`src/iofi_pkg.sv`:
```
// Package: constants for the I/O module fault indicator
package iofi_pkg;
  localparam int IOFI_NUM_CH       = 64;
  localparam int IOFI_NUM_LAMP     = 32;
  localparam int IOFI_CLK_MHZ      = 100;
  // Blink half period in ms, turned into clock cycles
  localparam int IOFI_BLINK_HALF_MS = 250;
  localparam int IOFI_BLINK_CYC    = IOFI_BLINK_HALF_MS * 1000 * IOFI_CLK_MHZ;
  // Supply thresholds in volts, compared against a millivolt code
  localparam int IOFI_ACT_TH24_V   = 18;
  localparam int IOFI_ACT_TH48_V   = 36;
  localparam int IOFI_VOLT_W       = 16;
  localparam logic [IOFI_VOLT_W-1:0] IOFI_ACT_TH24_MV =
    IOFI_VOLT_W'(IOFI_ACT_TH24_V * 1000);
  localparam logic [IOFI_VOLT_W-1:0] IOFI_ACT_TH48_MV =
    IOFI_VOLT_W'(IOFI_ACT_TH48_V * 1000);
  localparam logic [1:0] IOFI_LAMP_OFF   = 2'h0;
  localparam logic [1:0] IOFI_LAMP_ON    = 2'h1;
  localparam logic [1:0] IOFI_LAMP_BLINK = 2'h3;
  typedef enum logic [1:0] {
    IOFI_TRIP_IDLE = 2'h0,
    IOFI_TRIP_ON   = 2'h1,
    IOFI_TRIP_OPEN = 2'h3
  } iofi_trip_t;
endpackage : iofi_pkg

```
`src/iofi_out_chan.sv`:
```
// Module: one protected transistor output with trip latch
`timescale 1ns/1ns
module iofi_out_chan
  import iofi_pkg::*;
(
  input  wire logic mclk,
  input  wire logic rst_n,
  input  wire logic cmd,
  input  wire logic isProtected,
  input  wire logic overload,
  input  wire logic tripClear,
  input  wire logic forceOff,
  output logic      drive,
  output logic      tripped
);
  iofi_trip_t state_r;
  iofi_trip_t state_nxt;
  always_comb
  begin
    state_nxt = state_r;
    case (state_r)
      IOFI_TRIP_IDLE:
        if (cmd)
          state_nxt = IOFI_TRIP_ON;
      IOFI_TRIP_ON:
      begin
        if (!cmd)
          state_nxt = IOFI_TRIP_IDLE;
        else if (isProtected && overload)
          state_nxt = IOFI_TRIP_OPEN;
      end
      IOFI_TRIP_OPEN:
        // Trip holds until cleared so a short cannot oscillate
        if (tripClear && !(cmd && overload))
          state_nxt = IOFI_TRIP_IDLE;
      default:
        state_nxt = IOFI_TRIP_IDLE;
    endcase
  end
  always_ff @(posedge mclk)
  begin
    if (!rst_n)
      state_r <= IOFI_TRIP_IDLE;
    else
      state_r <= state_nxt;
  end
  assign drive   = (state_r == IOFI_TRIP_ON) && !forceOff;
  assign tripped = (state_r == IOFI_TRIP_OPEN);
endmodule : iofi_out_chan

```
`src/iofi_fault_indicator.sv`:
```
// Module: status and fault lamp driver for a discrete I/O module
`timescale 1ns/1ns
module iofi_fault_indicator
  import iofi_pkg::*;
#(
  parameter int NUM_CH    = IOFI_NUM_CH,
  parameter int NUM_LAMP  = IOFI_NUM_LAMP,
  parameter int BLINK_CYC = IOFI_BLINK_CYC
)
(
  input  wire logic                   mclk,
  input  wire logic                   rst_n,
  input  wire logic                   moduleFail,
  input  wire logic                   commError,
  input  wire logic                   configured,
  input  wire logic                   termMissing,
  input  wire logic                   sensorSupplyOk,
  input  wire logic [IOFI_VOLT_W-1:0] actSupplyMv,
  input  wire logic                   supply48,
  input  wire logic [NUM_CH-1:0]      inState,
  input  wire logic [NUM_CH-1:0]      chanError,
  input  wire logic [NUM_CH-1:0]      outCmd,
  input  wire logic [NUM_CH-1:0]      outProtected,
  input  wire logic [NUM_CH-1:0]      overload,
  input  wire logic [NUM_CH-1:0]      isOutput,
  input  wire logic                   tripClear,
  input  wire logic                   upperSelect,
  output logic                        runLamp,
  output logic                        errLamp,
  output logic                        ioLamp,
  output logic                        upperLamp,
  output logic [NUM_LAMP-1:0]         chanLamp,
  output logic [NUM_CH-1:0]           outDrive
);
  ////////////////////////////////////////////////////////////////////////
  // Pin synchronisers: field signals are asynchronous to mclk
  logic [NUM_CH-1:0] inS1_r, inS2_r, ovS1_r, ovS2_r, ceS1_r, ceS2_r;
  logic [1:0]        fS1_r, fS2_r;
  logic              swS1_r, swS2_r;
  always_ff @(posedge mclk)
  begin
    if (!rst_n)
    begin
      inS1_r <= '0;
      inS2_r <= '0;
      ovS1_r <= '0;
      ovS2_r <= '0;
      ceS1_r <= '0;
      ceS2_r <= '0;
      // Supply starts as present so no false I/O lamp after reset
      fS1_r  <= 2'h1;
      fS2_r  <= 2'h1;
      swS1_r <= 1'b0;
      swS2_r <= 1'b0;
    end
    else
    begin
      inS1_r <= inState;
      inS2_r <= inS1_r;
      ovS1_r <= overload;
      ovS2_r <= ovS1_r;
      ceS1_r <= chanError;
      ceS2_r <= ceS1_r;
      fS1_r  <= {termMissing, sensorSupplyOk};
      fS2_r  <= fS1_r;
      swS1_r <= upperSelect;
      swS2_r <= swS1_r;
    end
  end
  logic termMiss, sensOk;
  assign termMiss = fS2_r[1];
  assign sensOk   = fS2_r[0];

  ////////////////////////////////////////////////////////////////////////
  // Shared blink generator
  // Wrap one below the period so each half lasts BLINK_CYC cycles
  localparam int CNT_W = $clog2(BLINK_CYC + 1);
  logic [CNT_W-1:0] blinkCnt_r, blinkCnt_nxt;
  logic             blink_r, blink_nxt;
  always_comb
  begin
    blinkCnt_nxt = blinkCnt_r + CNT_W'(1);
    blink_nxt    = blink_r;
    if (blinkCnt_r == CNT_W'(BLINK_CYC - 1))
    begin
      blinkCnt_nxt = '0;
      blink_nxt    = ~blink_r;
    end
  end
  always_ff @(posedge mclk)
  begin
    if (!rst_n)
    begin
      blinkCnt_r <= '0;
      blink_r    <= 1'b0;
    end
    else
    begin
      blinkCnt_r <= blinkCnt_nxt;
      blink_r    <= blink_nxt;
    end
  end

  ////////////////////////////////////////////////////////////////////////
  // Actuator supply check and output channels
  logic actLow;
  assign actLow = supply48 ? (actSupplyMv <= IOFI_ACT_TH48_MV)
                           : (actSupplyMv <= IOFI_ACT_TH24_MV);
  logic [NUM_CH-1:0] tripped;
  genvar g;
  generate
    for (g = 0; g < NUM_CH; g++)
    begin : gChan
      iofi_out_chan uChan (
        .mclk        (mclk),
        .rst_n       (rst_n),
        .cmd         (outCmd[g] & isOutput[g]),
        .isProtected (outProtected[g]),
        .overload    (ovS2_r[g]),
        .tripClear   (tripClear),
        .forceOff    (actLow),
        .drive       (outDrive[g]),
        .tripped     (tripped[g])
      );
    end
  endgenerate

  ////////////////////////////////////////////////////////////////////////
  // Input image: frozen while sensor supply is lost
  logic [NUM_CH-1:0] image_r, image_nxt;
  always_comb
  begin
    image_nxt = image_r;
    if (sensOk)
      image_nxt = inS2_r;
  end
  always_ff @(posedge mclk)
  begin
    if (!rst_n)
      image_r <= '0;
    else
      image_r <= image_nxt;
  end

  ////////////////////////////////////////////////////////////////////////
  // Lamp decoding, registered so all lamps change together
  logic [1:0]          runMode, errMode, ioMode;
  logic [NUM_CH-1:0]   chOn, chBlink;
  logic [NUM_LAMP-1:0] lamp_nxt;
  logic                run_nxt, err_nxt, io_nxt, upper_nxt;
  logic                anyTrip;
  assign anyTrip = |tripped;
  always_comb
  begin
    // Comm loss keeps run lit so the error flash tells it apart
    runMode = (!moduleFail && configured)
              ? IOFI_LAMP_ON : IOFI_LAMP_OFF;
    if (moduleFail)
      errMode = IOFI_LAMP_ON;
    else if (commError || !configured)
      errMode = IOFI_LAMP_BLINK;
    else
      errMode = IOFI_LAMP_OFF;
    if (anyTrip || actLow || !sensOk)
      ioMode = IOFI_LAMP_ON;
    else if (termMiss)
      ioMode = IOFI_LAMP_BLINK;
    else
      ioMode = IOFI_LAMP_OFF;
    // Outputs show actual drive; inputs show image
    chOn    = (isOutput & outDrive) | (~isOutput & image_r);
    // Unprotected outputs have no overload sensing
    chBlink = ceS2_r | tripped
              | (isOutput & outProtected & ovS2_r & outCmd);
    run_nxt = runMode[0];
    err_nxt = errMode[1] ? blink_r : errMode[0];
    io_nxt  = ioMode[1] ? blink_r : ioMode[0];
    // Upper group only exists on wide modules
    upper_nxt = (NUM_CH > NUM_LAMP) && swS2_r;
    for (int i = 0; i < NUM_LAMP; i++)
    begin
      if (upper_nxt && (i + NUM_LAMP < NUM_CH))
        lamp_nxt[i] = chBlink[i + NUM_LAMP] ? blink_r
                                            : chOn[i + NUM_LAMP];
      else if (i < NUM_CH)
        lamp_nxt[i] = chBlink[i] ? blink_r : chOn[i];
      else
        lamp_nxt[i] = 1'b0;
    end
  end
  always_ff @(posedge mclk)
  begin
    if (!rst_n)
    begin
      runLamp   <= 1'b0;
      errLamp   <= 1'b0;
      ioLamp    <= 1'b0;
      upperLamp <= 1'b0;
      chanLamp  <= '0;
    end
    else
    begin
      runLamp   <= run_nxt;
      errLamp   <= err_nxt;
      ioLamp    <= io_nxt;
      upperLamp <= upper_nxt;
      chanLamp  <= lamp_nxt;
    end
  end
endmodule : iofi_fault_indicator

```
`config.mk`:
```
export PLATFORM = sky130hd
export DESIGN_NAME = iofi_fault_indicator
export DESIGN_NICKNAME = d
export VERILOG_FILES = /design/src/iofi_pkg.sv /design/src/iofi_out_chan.sv /design/src/iofi_fault_indicator.sv
export SDC_FILE = /design/constraint.sdc
export NUM_CORES = 1
export LEC_CHECK = 0
export BUFFER_PORTS_ARGS = -buffer_cell sky130_fd_sc_hd__buf_2
export CAP_MARGIN = 10
export CELL_PAD_IN_SITES_DETAIL_PLACEMENT = 1
export CELL_PAD_IN_SITES_GLOBAL_PLACEMENT = 2
export CORE_MARGIN = 2
export CORE_UTILIZATION = 36
export DETAILED_ROUTE_END_ITERATION = 6
export GPL_ROUTABILITY_DRIVEN = 0
export PLACE_DENSITY_LB_ADDON = 0.08
export SLEW_MARGIN = 20
export SYNTH_ARGS = -nofsm -noshare
export SYNTH_HDL_FRONTEND = slang
export SYNTH_SLANG_ARGS = --single-unit
```
`constraint.sdc`:
```
create_clock -name mclk -period 5 [get_ports mclk]
set_input_delay 0.75 -clock mclk [delete_from_list [all_inputs] [get_ports mclk]]
set_output_delay 0.75 -clock mclk [all_outputs]
set_load 0.005 [all_outputs]
```
Word-level counts from Yosys, hierarchy flattened
Cells that the tools add are included.
Operators by class
  $add $sub $neg: 1
  $mul: 0
  divide/modulo/power cells: 0
  $lt $le $gt $ge: 2
  equal/unequal tests: 321
  shift-type cells: 0
  multiplexer cells: 424
  bitwise logic cells: 75
  reductions and logical operators: 458
Operators with widths (number)
  $mux W2: 260
  $pmux W2 S3: 64
  $and A64 B64 Y64: 5
  $logic_and A1 B1 Y1: 257
  $ne A3 B3 Y1 const B: 64
  $or A64 B64 Y64: 3
  $reduce_and A3 Y1: 64
  $eq A2 B1 Y1 const B: 64
  $eq A2 B2 Y1 const B: 64
  $logic_not A2 Y1: 64
  $ne A2 B1 Y1 const B: 64
  $ne A2 B2 Y1 const B: 64
  $mux W1: 100
  $logic_not A1 Y1: 68
  $and A1 B1 Y1: 64
  $not A64 Y64: 1
  $reduce_or A64 Y1: 1
  $add A25 B1 Y25 const B: 1
  $eq A25 B25 Y1 const B: 1
  $le A16 B15 Y1 const B: 1
  $le A16 B16 Y1 const B: 1
  $logic_or A1 B1 Y1: 3
  $not A1 Y1: 2
  $reduce_or A2 Y1: 1
Storage, ports and cells
  register bits: 644
  bits in latches: 0
  RAM bits: 0
  bits in read-only memories: 0
  input bits: 410
  output and inout port bits: 100
  word-level logic and storage cells: 1363
  memories kept: 0

Logic depth before layout (Yosys ltp)
  depth after elaboration: 8
  mapped depth: 8
  mapped depth without buffers: 6

Hierarchy
Synthesis repeated with hierarchy kept, for this count alone.
Unflattened totals
  cells, all modules: 2479
  area total of the unflattened synthesis: 24332.1 µm²
Modules (own cells, without submodules)
  iofi_fault_indicator: times used 1, cells an instance 1647, area each 17365.4 µm², sequential area each 10329.9 µm²
  iofi_out_chan: times used 64, cells an instance 13, area each 108.9 µm², sequential area each 40.0 µm²

Least setup slack after synthesis
OpenSTA, ideal clock, no wires.
  kind: input to output
  from: input actSupplyMv[0]
  to: output outDrive[38]
  arrival: 2.047 ns
  required time: 4.250 ns
  setup slack: 2.203 ns
  cell stages on the path: 7
  path buffers: 2
  cell sequence: nor4_1 -> nand4_1 -> a31oi_1 -> nor2_1 -> clkbuf_1 -> and3_1 -> buf_4
On the way
  word-level cells in the longest chain between the ends: 4
  elaborated cells on any way between the ends: 5
  classes of those cells: 2 x order compare; 1 x mux; 2 x reduce/logical
RTL lines
  from (decl): RTL line iofi_fault_indicator.sv:18  | input wire logic [IOFI_VOLT_W-1:0] actSupplyMv,
  $le A16 B15 Y1 or $le A16 B16 Y1 (tied branches): RTL line iofi_fault_indicator.sv:108, iofi_fault_indicator.sv:107
  $mux W1 (*): RTL line iofi_fault_indicator.sv:107  | assign actLow = supply48 ? (actSupplyMv <= IOFI_ACT_TH48_MV)
  $logic_not A1 Y1 (*): RTL line iofi_out_chan.sv:47  | assign drive = (state_r == IOFI_TRIP_ON) && !forceOff;
  $logic_and A1 B1 Y1 (*): RTL line iofi_out_chan.sv:47
  to (decl): RTL line iofi_fault_indicator.sv:33  | output logic [NUM_CH-1:0] outDrive
Every way passes the cells marked *; elsewhere a longest branch is shown, timed or not.

Worst setup path in the final report
  from: input actSupplyMv[0]
  to: output outDrive[46]
The elaborated chain is that of the path after synthesis.

==> key figures <==
Global route
  – GRT overflow: 0
  – GRT Overall Usage: 24.1%
  – First-pass GRT wire length: 131 mm
  – Largest net degree at the start of global routing: 177
  – Vias in the first global route: 21,400
  – Initial antenna violation count: 27

Synthesis
  – Yosys top cell by area: dfxtp_1
  – Register area share after synthesis: 52.1%
  – Most common cell in the synthesized netlist: dfxtp_1
  – Post-synthesis mux area share: 4.61%
  – Syn nets: 2,955
  – Yosys top cell area share: 52.1%
  – Top FF cell, synth: dfxtp_1
  – Simple-gate share of the synthesized area: 25.8%
  – Post-Synth XOR/XNOR Area: 0.814%
  – Synth Area in Adders: 0.0505%
  – Synth Area in Compound Gates: 12.4%
  – Synth cell count leaders: dfxtp_1, and2_1, nor2_1, o21ai_0, a21oi_1
  – Mapped Area: 24,800 um2
  – Mapped Cells: 2,544
  – Largest family of logic cells by synthesized area: simple AND/OR/NAND/NOR gates
  – EDFF count, synth: 0
  – Ys async rst share: 0%
  – Netlist cell types: 57
  – Synthesized area per cell: 9.73 um2
  – Synth Warn #: 0
  – Synth area leaders: dfxtp_1, and2_1, mux2i_1
  – Flops & latches, synth: 644

STA
  – RSZ-0062 raised after global routing: false
  – Period utilization: 76.4%
  – Hold Fails Final Rpt: 0
  – Hold Slack: 0.322 ns
  – Max Freq: 262 MHz
  – Slew @ Worst Pin: 1.16 ns
  – Max-slew violations: 0
  – TNS Setup: 0 ns
  – Max_slew headroom: 22.8%
  – Worst Skew: 0.0191 ns
  – Setup-failing EPs final: 0
  – Period minus WS final: 3.82 ns

Hold path
  – Min-Delay Path Depth: 2
  – Worst Hold End: runLamp
  – Worst hold path startpoint: moduleFail
  – Hold Path Class: in -> reg

Setup path
  – Critical path class: in -> out
  – Worst path required time: 4.25 ns
  – Worst Setup End Kind: output port
  – R2r setup slk: 2.56 ns
  – Crit start category: primary input
  – CP max FO: 58
  – Reg2reg start: swS2_r
  – Cells on worst reg2reg path: 3
  – WP data arrival: 3.07 ns
  – FF-to-FF End: chanLamp[24]

Floorplan
  – Core area: 68,300 um2
  – Die W: 266 um
  – Starting Density: 36.2%
  – Ports: 510
  – # rows: 96
  – Die Y: 266 um
  – Die Footprint: 70,900 um2

Clocking
  – CTS max path bufs: 3
  – PostCTS Resize Cnt: 0
  – H-tree depth: 3
  – Post-CTS Setup Inserts: 0
  – Clock sink total: 644
  – Clk_lat worst skew: 0.61 ns
  – TritonCTS clock tree: done
  – Clk Tree Root Cell: clkbuf_16
  – CTS buffer count: 74
  – Clock transition at path regs: 0.06 ns
  – Cts hold-fix bufs: 0

Final layout
  – Layout cells sized above 1: 22.1%
  – Synthesis-to-finish area growth: 21.8%
  – Fillers: 7,792
  – Nets: 3,372

Routing
  – Routed vias: 20,400
  – DRC violations left: 0
  – Avg WL per Cell: 22.4 um
  – Initial DRC count: 1,109
  – Total Wirelength: 87.5 mm
  – DRT Pass-1 Iters: 4
  – Via density: 5.21
  – Post-route ant nets: 0

Pwr
  – Pwr per Cell Area: 388 nW/um2
  – Lkg Pwr: 13.5 nW
  – VDD IR max: 0.000250 V
  – Total power: 0.0117 W

Place
  – HPWL Detailed: 61.4 mm
  – # port buffers: 509

Job
  – Maxcap violations: 0

Run status
  – Status: finished clean
## sequential cells by signal, summed over array words and instances, names as in the netlist, 2 cells and up
signal,cells
blinkCnt_r,25
fS1_r,2
ovS1_r,64
ceS2_r,64
chanLamp,32
inS2_r,64
inS1_r,64
image_r,64
ceS1_r,64
ovS2_r,64
fS2_r,2
gChan.uChan.state_r,128
## area by class of cell
type	instances	area (um2)	share of cell area (%)
tap	882	1100	3.66
multi-input combinational	1689	10800	35.9
clock buffer	108	2200	7.30
clock inverter	26	304	1.01
antenna	11	27.5	0.0913
sequential	644	12900	42.8
inverter	27	106	0.353
timing repair buffer	525	2690	8.93
## critical path, stage by stage
cell	delay, ns
buf_2	0.09
nor4_1	0.46
nand4_1	0.16
a31oi_1	0.38
or2_4	0.85
nor3b_1	0.15
buf_2	0.18
## per-stage QoR
step,instance area [um2],utilization [%],std cells,setup slack [ns]
floorplan,24800,-,2544,2.20
finish,30200,44.1,3912,1.18
global placement,27600,40.4,3767,1.27
CTS,30100,44.1,3901,1.13
detailed placement,27600,40.4,3767,1.14
global route,30200,44.1,3910,0.975
## logic make-up after synthesis
| group | after synthesis |
|---|---|
| multiplexers | 114 |
| XOR/XNOR | 23 |
| AND/OR/NAND/NOR | 1080 |
| adder cells (fa/ha/maj) | 1 |
| flip-flops | 644 |
| buffers and inverters | 211 |
| AO/OA/AOI/OAI | 471 |
## how the worst max path moves through the flow
stage | start | to | slack, ns
final | actSupplyMv[0] | outDrive[46] | 1.18
after detailed placement | actSupplyMv[0] | outDrive[46] | 1.14
after global placement | actSupplyMv[6] | outDrive[56] | 1.27
after global routing | actSupplyMv[0] | outDrive[13] | 0.98
after floorplan | actSupplyMv[0] | outDrive[38] | 2.20
after CTS | actSupplyMv[0] | outDrive[46] | 1.13
## per-layer routing
| layer | track usage [%] | share of wire (%) | vias up | wire (um) |
|---|---|---|---|---|
| met5 | 0 | 0.057 | - | 50 |
| met4 | 7.47 | 2.5 | 8 | 2230 |
| met3 | 3.96 | 4.6 | 154 | 4070 |
| met2 | 41.9 | 49 | 469 | 43100 |
| met1 | 30.6 | 44 | 10100 | 38100 |
| li1 | - | - | 9640 | - |
## cell usage in the layout, fill, tap and decap left out, drive strengths merged, types with 11 or more instances in the layout
master  netlist  routed
a21o         26      26
a21oi       116     116
nor3b        53      53
buf          83     525
dfxtp       644     644
o21ai       121     121
and3         80      80
diode         0      11
xor2         17      17
nand3b       54      54
clkbuf      101     108
nand4        22      22
o21a         20      20
o211a        21      21
a22oi        23      23
nand4b       52      52
mux2i       114     114
nor2        164     164
and2        389     389
nand3        19      19
nand2       105     105
a221oi       54      54
o22ai        51      51
inv          26      29
nor2b       107     107
clkinv        1      16
## report_power, final
group / internal (W) / total [W] / switching, W
Sequential: 0.00533 / 0.00543 / 0.000102
Clock: 0.00332 / 0.00554 / 0.00222
Combinational: 0.000321 / 0.000739 / 0.000418
Note: power is estimated with default switching activity, not from simulation.
